## src/rtl/rcs_map.vh

```
// register map, field positions, reset values and timing counts of the reset-cause block
`ifndef RCS_MAP_VH
`define RCS_MAP_VH

// =====================================================
// register offsets
`define RCS_ADDR_PWR_STAT 8'h00
`define RCS_ADDR_RST_FLAGS 8'h01
`define RCS_ADDR_EVT_STAT 8'h02
`define RCS_ADDR_EVT_MASK 8'h03
`define RCS_ADDR_SLEEP_CTL 8'h04

// =====================================================
// field positions
`define RCS_PWR_BOR_BIT 0
`define RCS_PWR_POR_BIT 1
`define RCS_FLG_PD_BIT 3
`define RCS_FLG_TO_BIT 4
`define RCS_SLEEP_GO_BIT 0
`define RCS_EVT_POR_BIT 0
`define RCS_EVT_BOR_BIT 1
`define RCS_EVT_MASTER_CLEAR_PIN_BIT 2
`define RCS_EVT_WDT_BIT 3
`define RCS_EVT_WAKE_BIT 4
`define RCS_EVT_W 5

// =====================================================
// reset values
`define RCS_POR_FLAG_RST 1'b0
`define RCS_BOR_FLAG_RST 1'b0
`define RCS_TO_FLAG_RST 1'b1
`define RCS_PD_FLAG_RST 1'b1
`define RCS_EVT_MASK_RST 5'h00

// =====================================================
// oscillator mode codes
`define RCS_OSC_LP 2'h0
`define RCS_OSC_XT 2'h1
`define RCS_OSC_HS 2'h2
`define RCS_OSC_RC 2'h3

// =====================================================
// program counter targets
`define RCS_PC_RESET 13'h0000
`define RCS_PC_IRQ_VEC 13'h0004

// =====================================================
// timing
`define RCS_CLK_KHZ 250000
`define RCS_POWERUP_TIMER_MS 72
`define RCS_POWERUP_TIMER_CYCLES 25'd18000000 // 72 ms of the 250 MHz clock, sized for the timer
`define RCS_OST_PERIODS 25'd1024
`define RCS_TMR_W 25

`endif

```

## src/rtl/rcs_delay.v

```verilog
// down-counting delay timer shared by the power-up and oscillator start-up waits
`timescale 1ns/10ps
module rcs_delay #(
  parameter W = 25
) (
  // clock and reset
  input wire i_clk,
  input wire i_rst,
  // control
  input wire i_start,
  input wire i_abort,
  input wire [W-1:0] i_len,
  // status
  output wire o_busy,
  output wire o_done
);

  reg [W-1:0] cnt_q;
  reg busy_q;

  // =====================================================
  // counter
  // load length minus one, count to zero, then stop
  always @(posedge i_clk) begin
    if (i_rst || i_abort) begin
      cnt_q <= {W{1'b0}};
      busy_q <= 1'b0;
    end else if (i_start) begin
      cnt_q <= i_len - {{(W-1){1'b0}}, 1'b1};
      busy_q <= 1'b1;
    end else if (busy_q) begin
      if (cnt_q == {W{1'b0}}) begin
        busy_q <= 1'b0;
      end else begin
        cnt_q <= cnt_q - {{(W-1){1'b0}}, 1'b1};
      end
    end
  end

  // done in the last counted cycle
  assign o_busy = busy_q;
  assign o_done = busy_q && (cnt_q == {W{1'b0}}) && !i_abort;

endmodule // rcs_delay

```

## src/rtl/rcs_top.v

```verilog
// reset-cause flags, start-up time-outs and restart vector selection
//
// Chosen here: the register offsets and strobed register access.
`timescale 1ns/10ps
`include "rcs_map.vh"
module rcs_top #(
  parameter HAS_BOR = 1,
  parameter [`RCS_TMR_W-1:0] POWERUP_TIMER_CYCLES = `RCS_POWERUP_TIMER_CYCLES,
  parameter [`RCS_TMR_W-1:0] OST_CYCLES = `RCS_OST_PERIODS
) (
  // clock and reset
  input wire I_MCLK,
  input wire I_SYS_RST,
  // register port
  input wire [7:0] I_ADDR,
  input wire [7:0] I_WDATA,
  input wire I_WR,
  input wire I_RD,
  output reg [7:0] O_RDATA,
  // reset sources
  input wire I_MASTER_CLEAR_PIN_N,
  input wire I_BROWNOUT_DET,
  input wire I_WATCHDOG_TIMER_EXPIRE,
  input wire I_IRQ_WAKE,
  input wire I_GLOBAL_IRQ_ENABLE,
  input wire [12:0] I_PC,
  // configuration word
  input wire [1:0] I_OSC_MODE,
  input wire I_BROWNOUT_ENABLE_CFG,
  input wire I_POWERUP_TIMER_ENABLE_CFG,
  // core control
  output wire O_CPU_HOLD,
  output wire O_PERIPH_RESET,
  output wire O_ASLEEP,
  output reg O_PC_LOAD,
  output reg [12:0] O_PC_VALUE,
  output wire O_TIMEOUT_FLAG,
  output wire O_POWERDOWN_FLAG,
  output wire O_IRQ
);

  // =====================================================
  // states and reset reasons
  localparam [2:0] ST_ARM = 3'h0, ST_POWERUP_TIMER = 3'h1, ST_OST = 3'h2, ST_FIN = 3'h3;
  localparam [2:0] ST_HOLD = 3'h4, ST_RUN = 3'h5, ST_SLEEP = 3'h6;
  localparam [1:0] WHY_POR = 2'h0, WHY_BOR = 2'h1, WHY_CLR = 2'h2, WHY_WAKE = 2'h3;

  reg [2:0] state_q, state_d;
  reg [1:0] why_q, why_d;
  reg [12:0] pc_tgt_q, pc_tgt_d;
  reg por_flag_q, bor_flag_q, to_flag_q, pd_flag_q;
  reg [`RCS_EVT_W-1:0] evt_q, mask_q;
  reg master_clear_pin_m_q, master_clear_pin_s_q, bod_m_q, bod_s_q, master_clear_pin_low_q;
  reg tmr_start, tmr_abort, pc_load_d;
  reg [`RCS_TMR_W-1:0] tmr_len;
  wire tmr_busy, tmr_done, crystal, powerup_timer_en, bod_live, master_clear_pin_fall;
  wire wr_pwr, wr_mask, rd_evt, sleep_go;
  reg ev_bor, ev_master_clear_pin, ev_wdt_rst, ev_wake, ev_master_clear_pin_slp, ev_irq_wake, ev_wdt_wake;

  // =====================================================
  // pin synchronisers
  // master clear pin and brown-out comparator are asynchronous
  always @(posedge I_MCLK) begin
    if (I_SYS_RST) begin
      master_clear_pin_m_q <= 1'b1;
      master_clear_pin_s_q <= 1'b1;
      bod_m_q <= 1'b0;
      bod_s_q <= 1'b0;
      master_clear_pin_low_q <= 1'b0;
    end else begin
      master_clear_pin_m_q <= I_MASTER_CLEAR_PIN_N;
      master_clear_pin_s_q <= master_clear_pin_m_q;
      bod_m_q <= I_BROWNOUT_DET;
      bod_s_q <= bod_m_q;
      master_clear_pin_low_q <= !master_clear_pin_s_q;
    end
  end

  // falling edge of the synchronised pin
  assign master_clear_pin_fall = !master_clear_pin_s_q && !master_clear_pin_low_q;

  // =====================================================
  // configuration decode
  // no brown-out circuit on variants without it or when disabled
  assign bod_live = (HAS_BOR != 0) && I_BROWNOUT_ENABLE_CFG && bod_s_q;

  // start-up wait only for the three crystal or resonator modes
  assign crystal = (I_OSC_MODE != `RCS_OSC_RC);

  // enable polarity is inverted on brown-out variants
  assign powerup_timer_en = (HAS_BOR != 0) ^ I_POWERUP_TIMER_ENABLE_CFG;

  // =====================================================
  // register strobes
  assign wr_pwr = I_WR && (I_ADDR == `RCS_ADDR_PWR_STAT);
  assign wr_mask = I_WR && (I_ADDR == `RCS_ADDR_EVT_MASK);
  assign rd_evt = I_RD && (I_ADDR == `RCS_ADDR_EVT_STAT);
  assign sleep_go = I_WR && (I_ADDR == `RCS_ADDR_SLEEP_CTL) &&
                    I_WDATA[`RCS_SLEEP_GO_BIT] && (state_q == ST_RUN);

  // =====================================================
  // event classification
  // brown-out wins over master clear, which wins over watchdog
  always @* begin
    ev_bor = bod_live;
    ev_master_clear_pin = 1'b0;
    ev_master_clear_pin_slp = 1'b0;
    ev_wdt_rst = 1'b0;
    ev_wdt_wake = 1'b0;
    ev_irq_wake = 1'b0;
    if (!bod_live) begin
      if (state_q == ST_RUN) begin
        ev_master_clear_pin = master_clear_pin_fall;
        ev_wdt_rst = !master_clear_pin_fall && I_WATCHDOG_TIMER_EXPIRE;
      end else if (state_q == ST_SLEEP) begin
        ev_master_clear_pin_slp = master_clear_pin_fall;
        ev_wdt_wake = !master_clear_pin_fall && I_WATCHDOG_TIMER_EXPIRE;
        ev_irq_wake = !master_clear_pin_fall && !I_WATCHDOG_TIMER_EXPIRE && I_IRQ_WAKE;
      end
    end
    ev_wake = ev_wdt_wake || ev_irq_wake;
  end

  // =====================================================
  // sequencer
  always @* begin
    state_d = state_q;
    why_d = why_q;
    pc_tgt_d = pc_tgt_q;
    tmr_start = 1'b0;
    tmr_abort = 1'b0;
    tmr_len = POWERUP_TIMER_CYCLES;
    pc_load_d = 1'b0;
    if (ev_bor) begin
      // stay in brown-out reset; a running power-up timer starts over
      if (state_q != ST_HOLD || why_q != WHY_BOR) begin
        state_d = ST_HOLD;
        why_d = WHY_BOR;
        tmr_abort = 1'b1;
      end
      pc_tgt_d = `RCS_PC_RESET;
    end else if (ev_master_clear_pin || ev_master_clear_pin_slp || ev_wdt_rst) begin
      state_d = ST_HOLD;
      why_d = WHY_CLR;
      pc_tgt_d = `RCS_PC_RESET;
    end else if (ev_wake) begin
      // wake resumes after the sleep, or at the vector for irqs with global interrupts enabled
      state_d = ST_ARM;
      why_d = WHY_WAKE;
      if (ev_irq_wake && I_GLOBAL_IRQ_ENABLE) begin
        pc_tgt_d = `RCS_PC_IRQ_VEC;
      end else begin
        pc_tgt_d = I_PC + 13'h0001;
      end
    end else begin
      case (state_q)
        ST_ARM: begin
          if (why_q == WHY_BOR || (why_q == WHY_POR && powerup_timer_en)) begin
            tmr_start = 1'b1;
            state_d = ST_POWERUP_TIMER;
          end else if (crystal && (why_q == WHY_POR || why_q == WHY_WAKE)) begin
            tmr_start = 1'b1;
            tmr_len = OST_CYCLES;
            state_d = ST_OST;
          end else begin
            state_d = ST_FIN;
          end
        end
        ST_POWERUP_TIMER: begin
          // core stays held until the timer is over
          if (tmr_done) begin
            if (crystal) begin
              tmr_start = 1'b1;
              tmr_len = OST_CYCLES;
              state_d = ST_OST;
            end else begin
              state_d = ST_FIN;
            end
          end
        end
        ST_OST: begin
          if (tmr_done) begin
            state_d = ST_FIN;
          end
        end
        ST_FIN: begin
          // time-outs ran from power-on; the pin may still hold
          if (master_clear_pin_s_q) begin
            pc_load_d = 1'b1;
            state_d = ST_RUN;
          end
        end
        ST_HOLD: begin
          if (master_clear_pin_s_q) begin
            state_d = ST_ARM;
          end
        end
        ST_RUN: begin
          if (sleep_go) begin
            state_d = ST_SLEEP;
          end
        end
        ST_SLEEP: state_d = ST_SLEEP;
        default: begin
          state_d = ST_ARM;
        end
      endcase
    end
  end

  // sequencer registers; power-on reset starts with its own time-outs
  always @(posedge I_MCLK) begin
    if (I_SYS_RST) begin
      state_q <= ST_ARM;
      why_q <= WHY_POR;
      pc_tgt_q <= `RCS_PC_RESET;
      O_PC_LOAD <= 1'b0;
      O_PC_VALUE <= `RCS_PC_RESET;
    end else begin
      state_q <= state_d;
      why_q <= why_d;
      pc_tgt_q <= pc_tgt_d;
      O_PC_LOAD <= pc_load_d;
      if (pc_load_d) begin
        O_PC_VALUE <= pc_tgt_q;
      end
    end
  end

  // shared delay timer
  rcs_delay #(
    .W(`RCS_TMR_W)
  ) u_delay (
    .i_clk(I_MCLK),
    .i_rst(I_SYS_RST),
    .i_start(tmr_start),
    .i_abort(tmr_abort),
    .i_len(tmr_len),
    .o_busy(tmr_busy),
    .o_done(tmr_done)
  );

  // =====================================================
  // core control outputs
  assign O_CPU_HOLD = (state_q != ST_RUN) || tmr_busy;
  // wakes leave peripheral and interrupt request state alone
  assign O_PERIPH_RESET = (why_q != WHY_WAKE) && (state_q != ST_RUN) &&
                          (state_q != ST_SLEEP);
  assign O_ASLEEP = (state_q == ST_SLEEP);

  // =====================================================
  // power status flags
  // hardware events override a software write in the same cycle
  always @(posedge I_MCLK) begin
    if (I_SYS_RST) begin
      por_flag_q <= `RCS_POR_FLAG_RST;
      bor_flag_q <= `RCS_BOR_FLAG_RST;
    end else begin
      if (wr_pwr) begin
        por_flag_q <= I_WDATA[`RCS_PWR_POR_BIT];
      end
      if (ev_bor) begin
        bor_flag_q <= 1'b0;
      end else if (wr_pwr) begin
        bor_flag_q <= I_WDATA[`RCS_PWR_BOR_BIT];
      end
    end
  end

  // =====================================================
  // time-out and power-down flags
  always @(posedge I_MCLK) begin
    if (I_SYS_RST) begin
      to_flag_q <= `RCS_TO_FLAG_RST;
      pd_flag_q <= `RCS_PD_FLAG_RST;
    end else if (ev_bor) begin
      to_flag_q <= 1'b1;
      pd_flag_q <= 1'b1;
    end else if (ev_master_clear_pin_slp || ev_irq_wake || sleep_go) begin
      to_flag_q <= 1'b1;
      pd_flag_q <= 1'b0;
    end else if (ev_wdt_rst) begin
      to_flag_q <= 1'b0;
      pd_flag_q <= 1'b1;
    end else if (ev_wdt_wake) begin
      to_flag_q <= 1'b0;
      pd_flag_q <= 1'b0;
    end
    // master clear while awake changes nothing here
  end

  assign O_TIMEOUT_FLAG = to_flag_q;
  assign O_POWERDOWN_FLAG = pd_flag_q;

  // =====================================================
  // event status, cleared by reading, and event mask
  genvar gi;
  wire [`RCS_EVT_W-1:0] evt_set;
  assign evt_set[`RCS_EVT_POR_BIT] = 1'b0;
  assign evt_set[`RCS_EVT_BOR_BIT] = ev_bor && !(state_q == ST_HOLD && why_q == WHY_BOR);
  assign evt_set[`RCS_EVT_MASTER_CLEAR_PIN_BIT] = ev_master_clear_pin || ev_master_clear_pin_slp;
  assign evt_set[`RCS_EVT_WDT_BIT] = ev_wdt_rst;
  assign evt_set[`RCS_EVT_WAKE_BIT] = ev_wake;

  // power-on bit is set by the reset itself
  generate
    for (gi = 0; gi < `RCS_EVT_W; gi = gi + 1) begin : g_evt
      always @(posedge I_MCLK) begin
        if (I_SYS_RST) begin
          evt_q[gi] <= (gi == `RCS_EVT_POR_BIT);
        end else if (evt_set[gi]) begin
          evt_q[gi] <= 1'b1;
        end else if (rd_evt) begin
          evt_q[gi] <= 1'b0;
        end
      end
    end
  endgenerate

  always @(posedge I_MCLK) begin
    if (I_SYS_RST) begin
      mask_q <= `RCS_EVT_MASK_RST;
    end else if (wr_mask) begin
      mask_q <= I_WDATA[`RCS_EVT_W-1:0];
    end
  end

  assign O_IRQ = |(evt_q & mask_q);

  // =====================================================
  // read data, one cycle after the strobe
  always @(posedge I_MCLK) begin
    O_RDATA <= 8'h00;
    if (!I_SYS_RST && I_RD) begin
      if (I_ADDR == `RCS_ADDR_PWR_STAT) begin
        O_RDATA[`RCS_PWR_POR_BIT] <= por_flag_q;
        O_RDATA[`RCS_PWR_BOR_BIT] <= (HAS_BOR != 0) && bor_flag_q;
      end else if (I_ADDR == `RCS_ADDR_RST_FLAGS) begin
        O_RDATA[`RCS_FLG_TO_BIT] <= to_flag_q;
        O_RDATA[`RCS_FLG_PD_BIT] <= pd_flag_q;
      end else if (I_ADDR == `RCS_ADDR_EVT_STAT) begin
        O_RDATA[`RCS_EVT_W-1:0] <= evt_q;
      end else if (I_ADDR == `RCS_ADDR_EVT_MASK) begin
        O_RDATA[`RCS_EVT_W-1:0] <= mask_q;
      end
    end
  end

endmodule // rcs_top
```

## config.mk

```make
export PLATFORM = sky130hd
export DESIGN_NAME = rcs_top
export DESIGN_NICKNAME = d
export VERILOG_FILES = /design/src/rtl/rcs_delay.v /design/src/rtl/rcs_top.v
export VERILOG_INCLUDE_DIRS = /design/src /design/src/rtl
export SDC_FILE = /design/constraint.sdc
export NUM_CORES = 1
export LEC_CHECK = 0
export BUFFER_PORTS_ARGS = -buffer_cell sky130_fd_sc_hd__buf_2
export CORE_MARGIN = 3
export CORE_UTILIZATION = 35
export CTS_BUF_LIST = sky130_fd_sc_hd__clkbuf_4
export DETAILED_ROUTE_END_ITERATION = 8
export GPL_ROUTABILITY_DRIVEN = 0
export PLACE_DENSITY_LB_ADDON = 0.05
export SYNTH_ARGS = -nofsm -noshare
export SYNTH_HDL_FRONTEND = slang
export SYNTH_SLANG_ARGS = --single-unit
export TNS_END_PERCENT = 1
```

## constraint.sdc

```tcl
create_clock -name I_MCLK -period 2.95 [get_ports I_MCLK]
set_clock_uncertainty 0.15 [all_clocks]
set_input_delay 0.295 -clock I_MCLK [delete_from_list [all_inputs] [get_ports I_MCLK]]
set_output_delay 0.295 -clock I_MCLK [all_outputs]
set_load 0.02 [all_outputs]
```

==> results of run 1 <==
==> path summary, 6_finish.rpt <==
path / to / slack [ns] / depth (start not counted)
worst max-delay path: u_delay.cnt_q[24] / 0.11 / 11
worst min register to register: master_clear_pin_s_q / 0.30 / 1
worst max register to register: u_delay.cnt_q[24] / 0.11 / 11
worst min-delay path: pc_tgt_q[11] / 0.04 / 4
==> where the power goes <==
part           total [W]  internal (W)  switching (W)  leakage, nW
combinational    0.00230      0.000985        0.00132         1.43
clock           0.000701      0.000264       0.000437       0.0746
sequential       0.00148       0.00127       0.000203        0.668
==> synth_stat cells, drive strengths merged (11+ instances only) <==
| cell type | number | area [sq um] |
|---|---|---|
| dfxtp | 82 | 1642 |
| nor2 | 82 | 310.3 |
| nand2 | 36 | 142.6 |
| a21oi | 31 | 155.2 |
| mux2i | 24 | 240.2 |
| nand3 | 21 | 105.1 |
| clkbuf | 16 | 63.81 |
| nor3 | 16 | 85.08 |
| a22oi | 15 | 112.6 |
| o21ai | 14 | 73.82 |
| inv | 12 | 45.04 |
| buf | 11 | 86.33 |
==> registers in the layout (all words and copies together) (netlist names), 2 cells and up <==
name and count:
O_RDATA 5, O_PC_VALUE 13, mask_q 5, pc_tgt_q 13, why_q 2, u_delay.cnt_q 25
evt_q 5, state_q 3
==> routing by layer <==
layer | up-vias | routed length (um)
li1 | 2002 | -
met1 | 1834 | 5719
met2 | 127 | 4862
met3 | 13 | 740
met4 | 0 | 195
met5 | - | 0
==> repair_timing <==
action | 4_1_cts | 5_1_grt
hold endpoints to repair | 22 | 0
resized for setup | 0 | 5
buffers inserted | 0 | 0
hold buffers | 16 | 0
endpoints found under the setup margin | 0 | 3
==> layout make-up <==
class | count | area (sq um)
clock buffer | 9 | 67.56
clock inverter | 7 | 76.32
fill | 1171 | 6467
inverter | 12 | 45.04
multi-input combinational | 379 | 2397
sequential | 82 | 1647
tap | 143 | 178.9
timing repair buffer | 107 | 685.7
==> logic make-up (layout without fill, tap and decap cells) <==
logic type | count (synthesis) | after routing | synth area share [%]
muxes | 26 | 26 | 6.272
buffers and inverters | 39 | 135 | 4.659
AOI/OAI and AO/OA | 116 | 116 | 19.44
other | 1 | 3 | 0.08952
xor gates and xnor gates | 18 | 18 | 3.763
DFF | 82 | 82 | 39.19
adders and majority gates | 5 | 5 | 1.493
and+or+nand+nor | 211 | 211 | 25.09
==> per-stage QoR <==
| step | total power [W] | worst slack, ns | cell area [sq um] | cells | util, % |
|---|---|---|---|---|---|
| final | 0.004481 | 0.1093 | 5097 | 739 | 44.08 |
| after global routing | 0.004814 | -0.02000 | 5097 | 739 | 44.08 |
| after CTS | 0.004456 | 0.08587 | 5081 | 739 | 43.94 |
| after detailed placement | 0.003716 | 0.1157 | 4777 | 707 | 41.31 |
| after global placement | 0.003735 | 0.1537 | 4777 | 707 | 41.31 |
| after floorplan | 0.003035 | -0.03234 | 4239 | 500 | - |
==> worst max-delay path, cell delays in order, from the launching register on <==
cell                      delay (ns)
sky130_fd_sc_hd__dfxtp_1        0.34
sky130_fd_sc_hd__nor4_2         0.26
sky130_fd_sc_hd__buf_4          0.16
sky130_fd_sc_hd__and4_4         0.23
sky130_fd_sc_hd__and4_4         0.23
sky130_fd_sc_hd__nor2_2         0.06
sky130_fd_sc_hd__nand2_1        0.07
sky130_fd_sc_hd__ha_2           0.17
sky130_fd_sc_hd__nand4_1        0.13
sky130_fd_sc_hd__or3b_1         0.41
sky130_fd_sc_hd__or4_1          0.43
sky130_fd_sc_hd__a31oi_1        0.14
==> out/results.md, run 1 <==
| Quantity | Value |
|---|---|
| Outcome | completed |
| HPWL after detailed placement | 8319 um |
| Overall fraction of global-route tracks in use | 18.20% |
| Grt peak-use layer | met2 |
| Cell Pwr Density | 879.0 nW/um^2 |
| Setup repair after global routing missed its margin | true |
| Number of instances in the synthesized netlist | 498 |
| Ys async rst share | 0% |
| # H-tree levels | 3 |
| Global route overflow | 0 |
| Effective utilization at floorplan | 36.22% |
| Initial DRC Count | 310 |
| Number of global-route vias before repair | 3808 |
| First-pass iteration count of the detailed router | 5 |
| Final setup violation count | 0 |
| Fin Hold WS | 0.04241 ns |
| Floorplan die height | 115.4 um |
| Largest net degree at the start of global routing | 29 |
| Final hold violations | 0 |
| Critical Path Start Type | flop |
| Worst reg2reg path startpoint | u_delay.cnt_q[20] |
| Share of the clock period used by the worst path after layout | 96.29% |
| Final #Nets | 638 |
| Crit path from | u_delay.cnt_q[20] |
| Number of antenna violations at the first check in global routing | 0 |
| Max Freq | 352.0 MHz |
| Source of the worst hold timing path | I_PC[11] |
| Fraction of final layout cells with drive strength greater than 1 | 23.15% |
| Wire length of the first global-routing pass | 19280 um |
| Max VDD drop | 0.2848 mV |
| Clock slew seen by the registers of the worst setup and hold paths | 0.15 ns |
| Diode insertion count for antenna repair | 0 |
| Total Negative Setup Slacks | 0 ns |
| Req. time, crit path | 3.20 ns |
| Clk sinks | 82 |
| Met2 Usage GRT | 26.35% |
| Register bit total from synthesis | 82 |
| Netlist area before placement | 4189 sq um |
| Floorplan row count | 39 |
| Measured slew at the worst slew-check pin | 0.6032 ns |
| Met3 routing resource usage after global routing | 3.684% |
| Die Footprint | 13320 sq um |
| Clock latency at the later pin of the worst-skew pair | 0.48 ns |
| CORE AREA | 11560 sq um |
| Highest fanout seen on the critical path | 4 |
| Detailed-route wire length | 11520 um |
| Warnings, synthesis | 0 |
| Clock Path Buffers | 2 |
| Clock tree from TritonCTS | built |
| Die Wd | 115.4 um |
| Commonest non-fill, non-tap cell in the layout | sky130_fd_sc_hd__nor2_1 |
| Count of flip-flops with a built-in enable after synthesis | 0 |
| I/O pin total | 70 |
| Crit path DAT | 3.09 ns |
| Final critical path time including I/O delays and setup | 2.841 ns |
| Normalized max-slew margin | 59.42% |
| Remaining design rule violation count | 0 |
| Met1 track utilization from global routing | 26.19% |
| Port Buffers | 63 |
| Vias per Instance | 5.380 |
| Type of the setup path with the least slack | flop to flop |
| Pins over their slew limit | 0 |
| Clock buffers created by TritonCTS | 9 |
| Path type of the worst min-delay path | input port to flop |
| Total number of vias | 3976 |
| Share of the yosys chip area belonging to registers | 39.19% |
| Kind of end point of the critical path | flop |
| Commonest cells after routing, fill and taps aside | sky130_fd_sc_hd__nor2_1, sky130_fd_sc_hd__dfxtp_1, sky130_fd_sc_hd__buf_2 |
| Synthesis-to-finish area growth | 21.68% |
| Synthesized area divided by synthesized cell count | 8.412 sq um |
| Post-DRT Antenna Nets | 0 |
| Distinct cell type count after synthesis | 71 |
| Average routed wire per standard cell | 15.59 um |
| Total of max-cap violations | 0 |
| Lkg Pwr | 2.170 nW |
| Clock root buffer master | sky130_fd_sc_hd__clkbuf_4 |
| Commonest register cell after synthesis | sky130_fd_sc_hd__dfxtp_1 |
Power figures use the tool's default switching activity.
==> run 2, diff against run 1 <==
--- a/config.mk
+++ b/config.mk
@@ -6,6 +6,7 @@
 export SDC_FILE = /design/constraint.sdc
 export NUM_CORES = 1
 export LEC_CHECK = 0
+export ABC_AREA = 1
 export BUFFER_PORTS_ARGS = -buffer_cell sky130_fd_sc_hd__buf_2
 export CORE_MARGIN = 3
 export CORE_UTILIZATION = 35
==> run 2 against run 1 <==
Synthesized cell count is 34% higher. Critical path depth is 5 higher. Synthesized area is 7.9% higher. Cell count is 25% higher. Global-route usage is 1.3 points lower. Maximum frequency is 4.0% higher. Largest power group unchanged. Highest routed layer unchanged.
==> out/results.md, run 2 <==
| Quantity | Value |
|---|---|
| Vias per Instance | 4.811 |
| Largest net degree at the start of global routing | 21 |
| # H-tree levels | 3 |
| Power share of the clock group | 13.3% |
| Net switching fraction of the power | 49.33% |
| Final #Nets | 797 |
| Clock latency at the later pin of the worst-skew pair | 0.46 ns |
| CORE AREA | 12310 sq um |
| Outcome | completed |
| Synth cell count leaders | sky130_fd_sc_hd__nand2_1, sky130_fd_sc_hd__nor2_1, sky130_fd_sc_hd__dfxtp_1 |
| Share of the clock period used by the worst path after layout | 92.61% |
| Kind of end point of the critical path | flop |
| Setup Buffers After CTS | 0 |
| Effective utilization at floorplan | 36.73% |
| Largest registers | u_delay.cnt_q: 25 flops, O_PC_VALUE: 13 flops, pc_tgt_q: 13 flops |
| Max Freq | 366.0 MHz |
| Area fraction of the dominant cell type after synthesis | 36.30% |
| Commonest register cell after synthesis | sky130_fd_sc_hd__dfxtp_1 |
| Fin util | 43.24% |
| Total Negative Setup Slacks | 0 ns |
| Clock root buffer master | sky130_fd_sc_hd__clkbuf_4 |
| Most area-consuming cells after synthesis | sky130_fd_sc_hd__dfxtp_1, sky130_fd_sc_hd__nand2_1, sky130_fd_sc_hd__nor2_1, sky130_fd_sc_hd__inv_1, sky130_fd_sc_hd__nand3_1 |
| Number of instances in the synthesized netlist | 667 |
| Number of antenna violations at the first check in global routing | 0 |
| Final critical path time including I/O delays and setup | 2.732 ns |
| Post-DRT Antenna Nets | 0 |
| Remaining design rule violation count | 0 |
| Combinational group share of total power | 57.9% |
| Internal power summed over all cells | 0.002515 W |
| Max VDD drop | 0.3946 mV |
| Global route overflow | 0 |
| Synthesis-to-finish area growth | 17.74% |
| Leading area contributor after synthesis | sky130_fd_sc_hd__dfxtp_1 |
| Most numerous cell in the Yosys netlist | sky130_fd_sc_hd__nand2_1 |
| Commonest non-fill, non-tap cell in the layout | sky130_fd_sc_hd__nand2_1 |
| Count of flip-flops with a built-in enable after synthesis | 0 |
| Synthesized area divided by synthesized cell count | 6.779 sq um |
| Number of global-route vias before repair | 4158 |
| Pins over their slew limit | 0 |
| Final hold violations | 0 |
| Share of the yosys chip area belonging to registers | 36.30% |
| Initial DRC Count | 339 |
| Floorplan row count | 40 |
| Wire length of the first global-routing pass | 19720 um |
| Clock buffers created by TritonCTS | 9 |
| Critical Path Start Type | flop |
| Netlist area before placement | 4522 sq um |
| Die Footprint | 14320 sq um |
| Fin Hold WS | 0.04252 ns |
| Worst Reg-to-Reg Cells | 16 |
| Clock tree from TritonCTS | built |
| Floorplan die height | 119.7 um |
| Crit path DAT | 2.94 ns |
| Fraction of final layout cells with drive strength greater than 1 | 20.40% |
| Total of max-cap violations | 0 |
| Commonest cells after routing, fill and taps aside | sky130_fd_sc_hd__nand2_1, sky130_fd_sc_hd__nor2_1, sky130_fd_sc_hd__dfxtp_1 |
| Post-placement cell area | 5049 sq um |
| Clock slew seen by the registers of the worst setup and hold paths | 0.13 ns |
| Measured slew at the worst slew-check pin | 0.6267 ns |
| Cell Pwr Density | 932.4 nW/um^2 |
| Sequential Power Share | 28.8% |
| Final Instance Area | 5324 sq um |
| Clk sinks | 82 |
| Req. time, crit path | 3.16 ns |
| Die Wd | 119.7 um |
| HPWL after detailed placement | 9004 um |
| Diode insertion count for antenna repair | 0 |
| WHS Path Cells | 4 |
| Ys async rst share | 0% |
| Final setup violation count | 0 |
| Sw Pwr | 0.002449 W |
| Number of flip-flops under the largest register name | 25 |
| Setup repair after global routing missed its margin | false |
| Clock Path Buffers | 2 |
| Type of the setup path with the least slack | flop to flop |
| Detailed-route wire length | 11890 um |
| Register name with the most flops | u_delay.cnt_q |
| Register bit total from synthesis | 82 |
| Distinct cell type count after synthesis | 53 |
| Warnings, synthesis | 0 |
| Overall fraction of global-route tracks in use | 16.91% |
| First-pass iteration count of the detailed router | 5 |
| Highest fanout seen on the critical path | 20 |
| I/O pin total | 70 |
| Lkg Pwr | 2.433 nW |
| Path type of the worst min-delay path | input port to flop |
| Average routed wire per standard cell | 12.88 um |
| Total number of vias | 4441 |
| Port Buffers | 63 |
| Normalized max-slew margin | 58.11% |
run 2: worst paths after layout:
check	slack [ns]	to	start
worst max-delay path	0.22	u_delay.cnt_q[24]	why_q[0]
worst min-delay path	0.04	pc_tgt_q[3]	I_PC[3]
worst max register to register	0.22	u_delay.cnt_q[24]	why_q[0]
worst min register to register	0.27	bod_s_q	bod_m_q
run 2: metrics by stage:
stage	std cells	power (W)	setup slack, ns
floorplan	669	0.003623	0.2387
global placement	895	0.004233	0.1594
detailed placement	895	0.004251	0.1536
CTS	923	0.004945	0.1371
global route	923	0.005441	0.005431
finish	923	0.004964	0.2179
run 2: layer usage:
layer  GRT usage [%]  up-vias  share of wire (%)
met5               0        -                  0
met4           4.510        0                1.1
met3           4.524       12                5.0
met2           28.88       91                 48
met1           21.07     2033                 46
li1                -     2305                  -
run 2: layout make-up:
class                           count  area [sq um]
Clock inverter                      7         60.06
Sequential cell                    82          1643
Inverter                           92         345.3
Multi-Input combinational cell    478          2472
Tap cell                          168         210.2
Fill cell                        1355          6988
Clock buffer                        9         67.56
Timing Repair Buffer               87         525.5
run 2: repair_timing:
| item | in CTS | in global routing |
|---|---|---|
| gates resized for setup | 0 | 7 |
| hold endpoints to repair | 15 | 0 |
| setup endpoints to repair | 0 | 14 |
| hold buffers | 12 | 0 |
run 2: critical path: stages (launching register included):
cell                      delay (ns)
sky130_fd_sc_hd__dfxtp_2        0.36
sky130_fd_sc_hd__inv_1          0.05
sky130_fd_sc_hd__ha_1           0.28
sky130_fd_sc_hd__or2_1          0.26
sky130_fd_sc_hd__a21oi_2        0.23
sky130_fd_sc_hd__inv_2          0.07
sky130_fd_sc_hd__nand2_2        0.11
sky130_fd_sc_hd__nand2_8        0.13
sky130_fd_sc_hd__buf_4          0.20
sky130_fd_sc_hd__nand2_1        0.12
sky130_fd_sc_hd__nand2_1        0.10
sky130_fd_sc_hd__inv_1          0.08
sky130_fd_sc_hd__nand2_1        0.08
sky130_fd_sc_hd__nor2_1         0.18
sky130_fd_sc_hd__nand3_1        0.09
sky130_fd_sc_hd__nand3_1        0.08
sky130_fd_sc_hd__nand2_1        0.04
run 2: kinds of logic (layout without fill, tap and decap cells):
| kind of cell | Yosys count | after routing | synth area share (%) |
|---|---|---|---|
| AOI/OAI and AO/OA | 105 | 105 | 13.67 |
| xor gates and xnor gates | 9 | 9 | 1.743 |
| adders and majority gates | 5 | 5 | 1.384 |
| buffers and inverters | 109 | 195 | 9.767 |
| DFF | 82 | 82 | 36.30 |
| other | 1 | 3 | 0.08293 |
| and+or+nand+nor | 356 | 356 | 37.05 |
run 2: power groups by stage:
stage	clock network, W	registers, W	logic, W
floorplan	0	0.00145	0.00217
global placement	0	0.00145	0.00278
detailed placement	0	0.00145	0.00280
CTS	0.000693	0.00143	0.00282
global route	0.000738	0.00146	0.00324
finish	0.000659	0.00143	0.00287
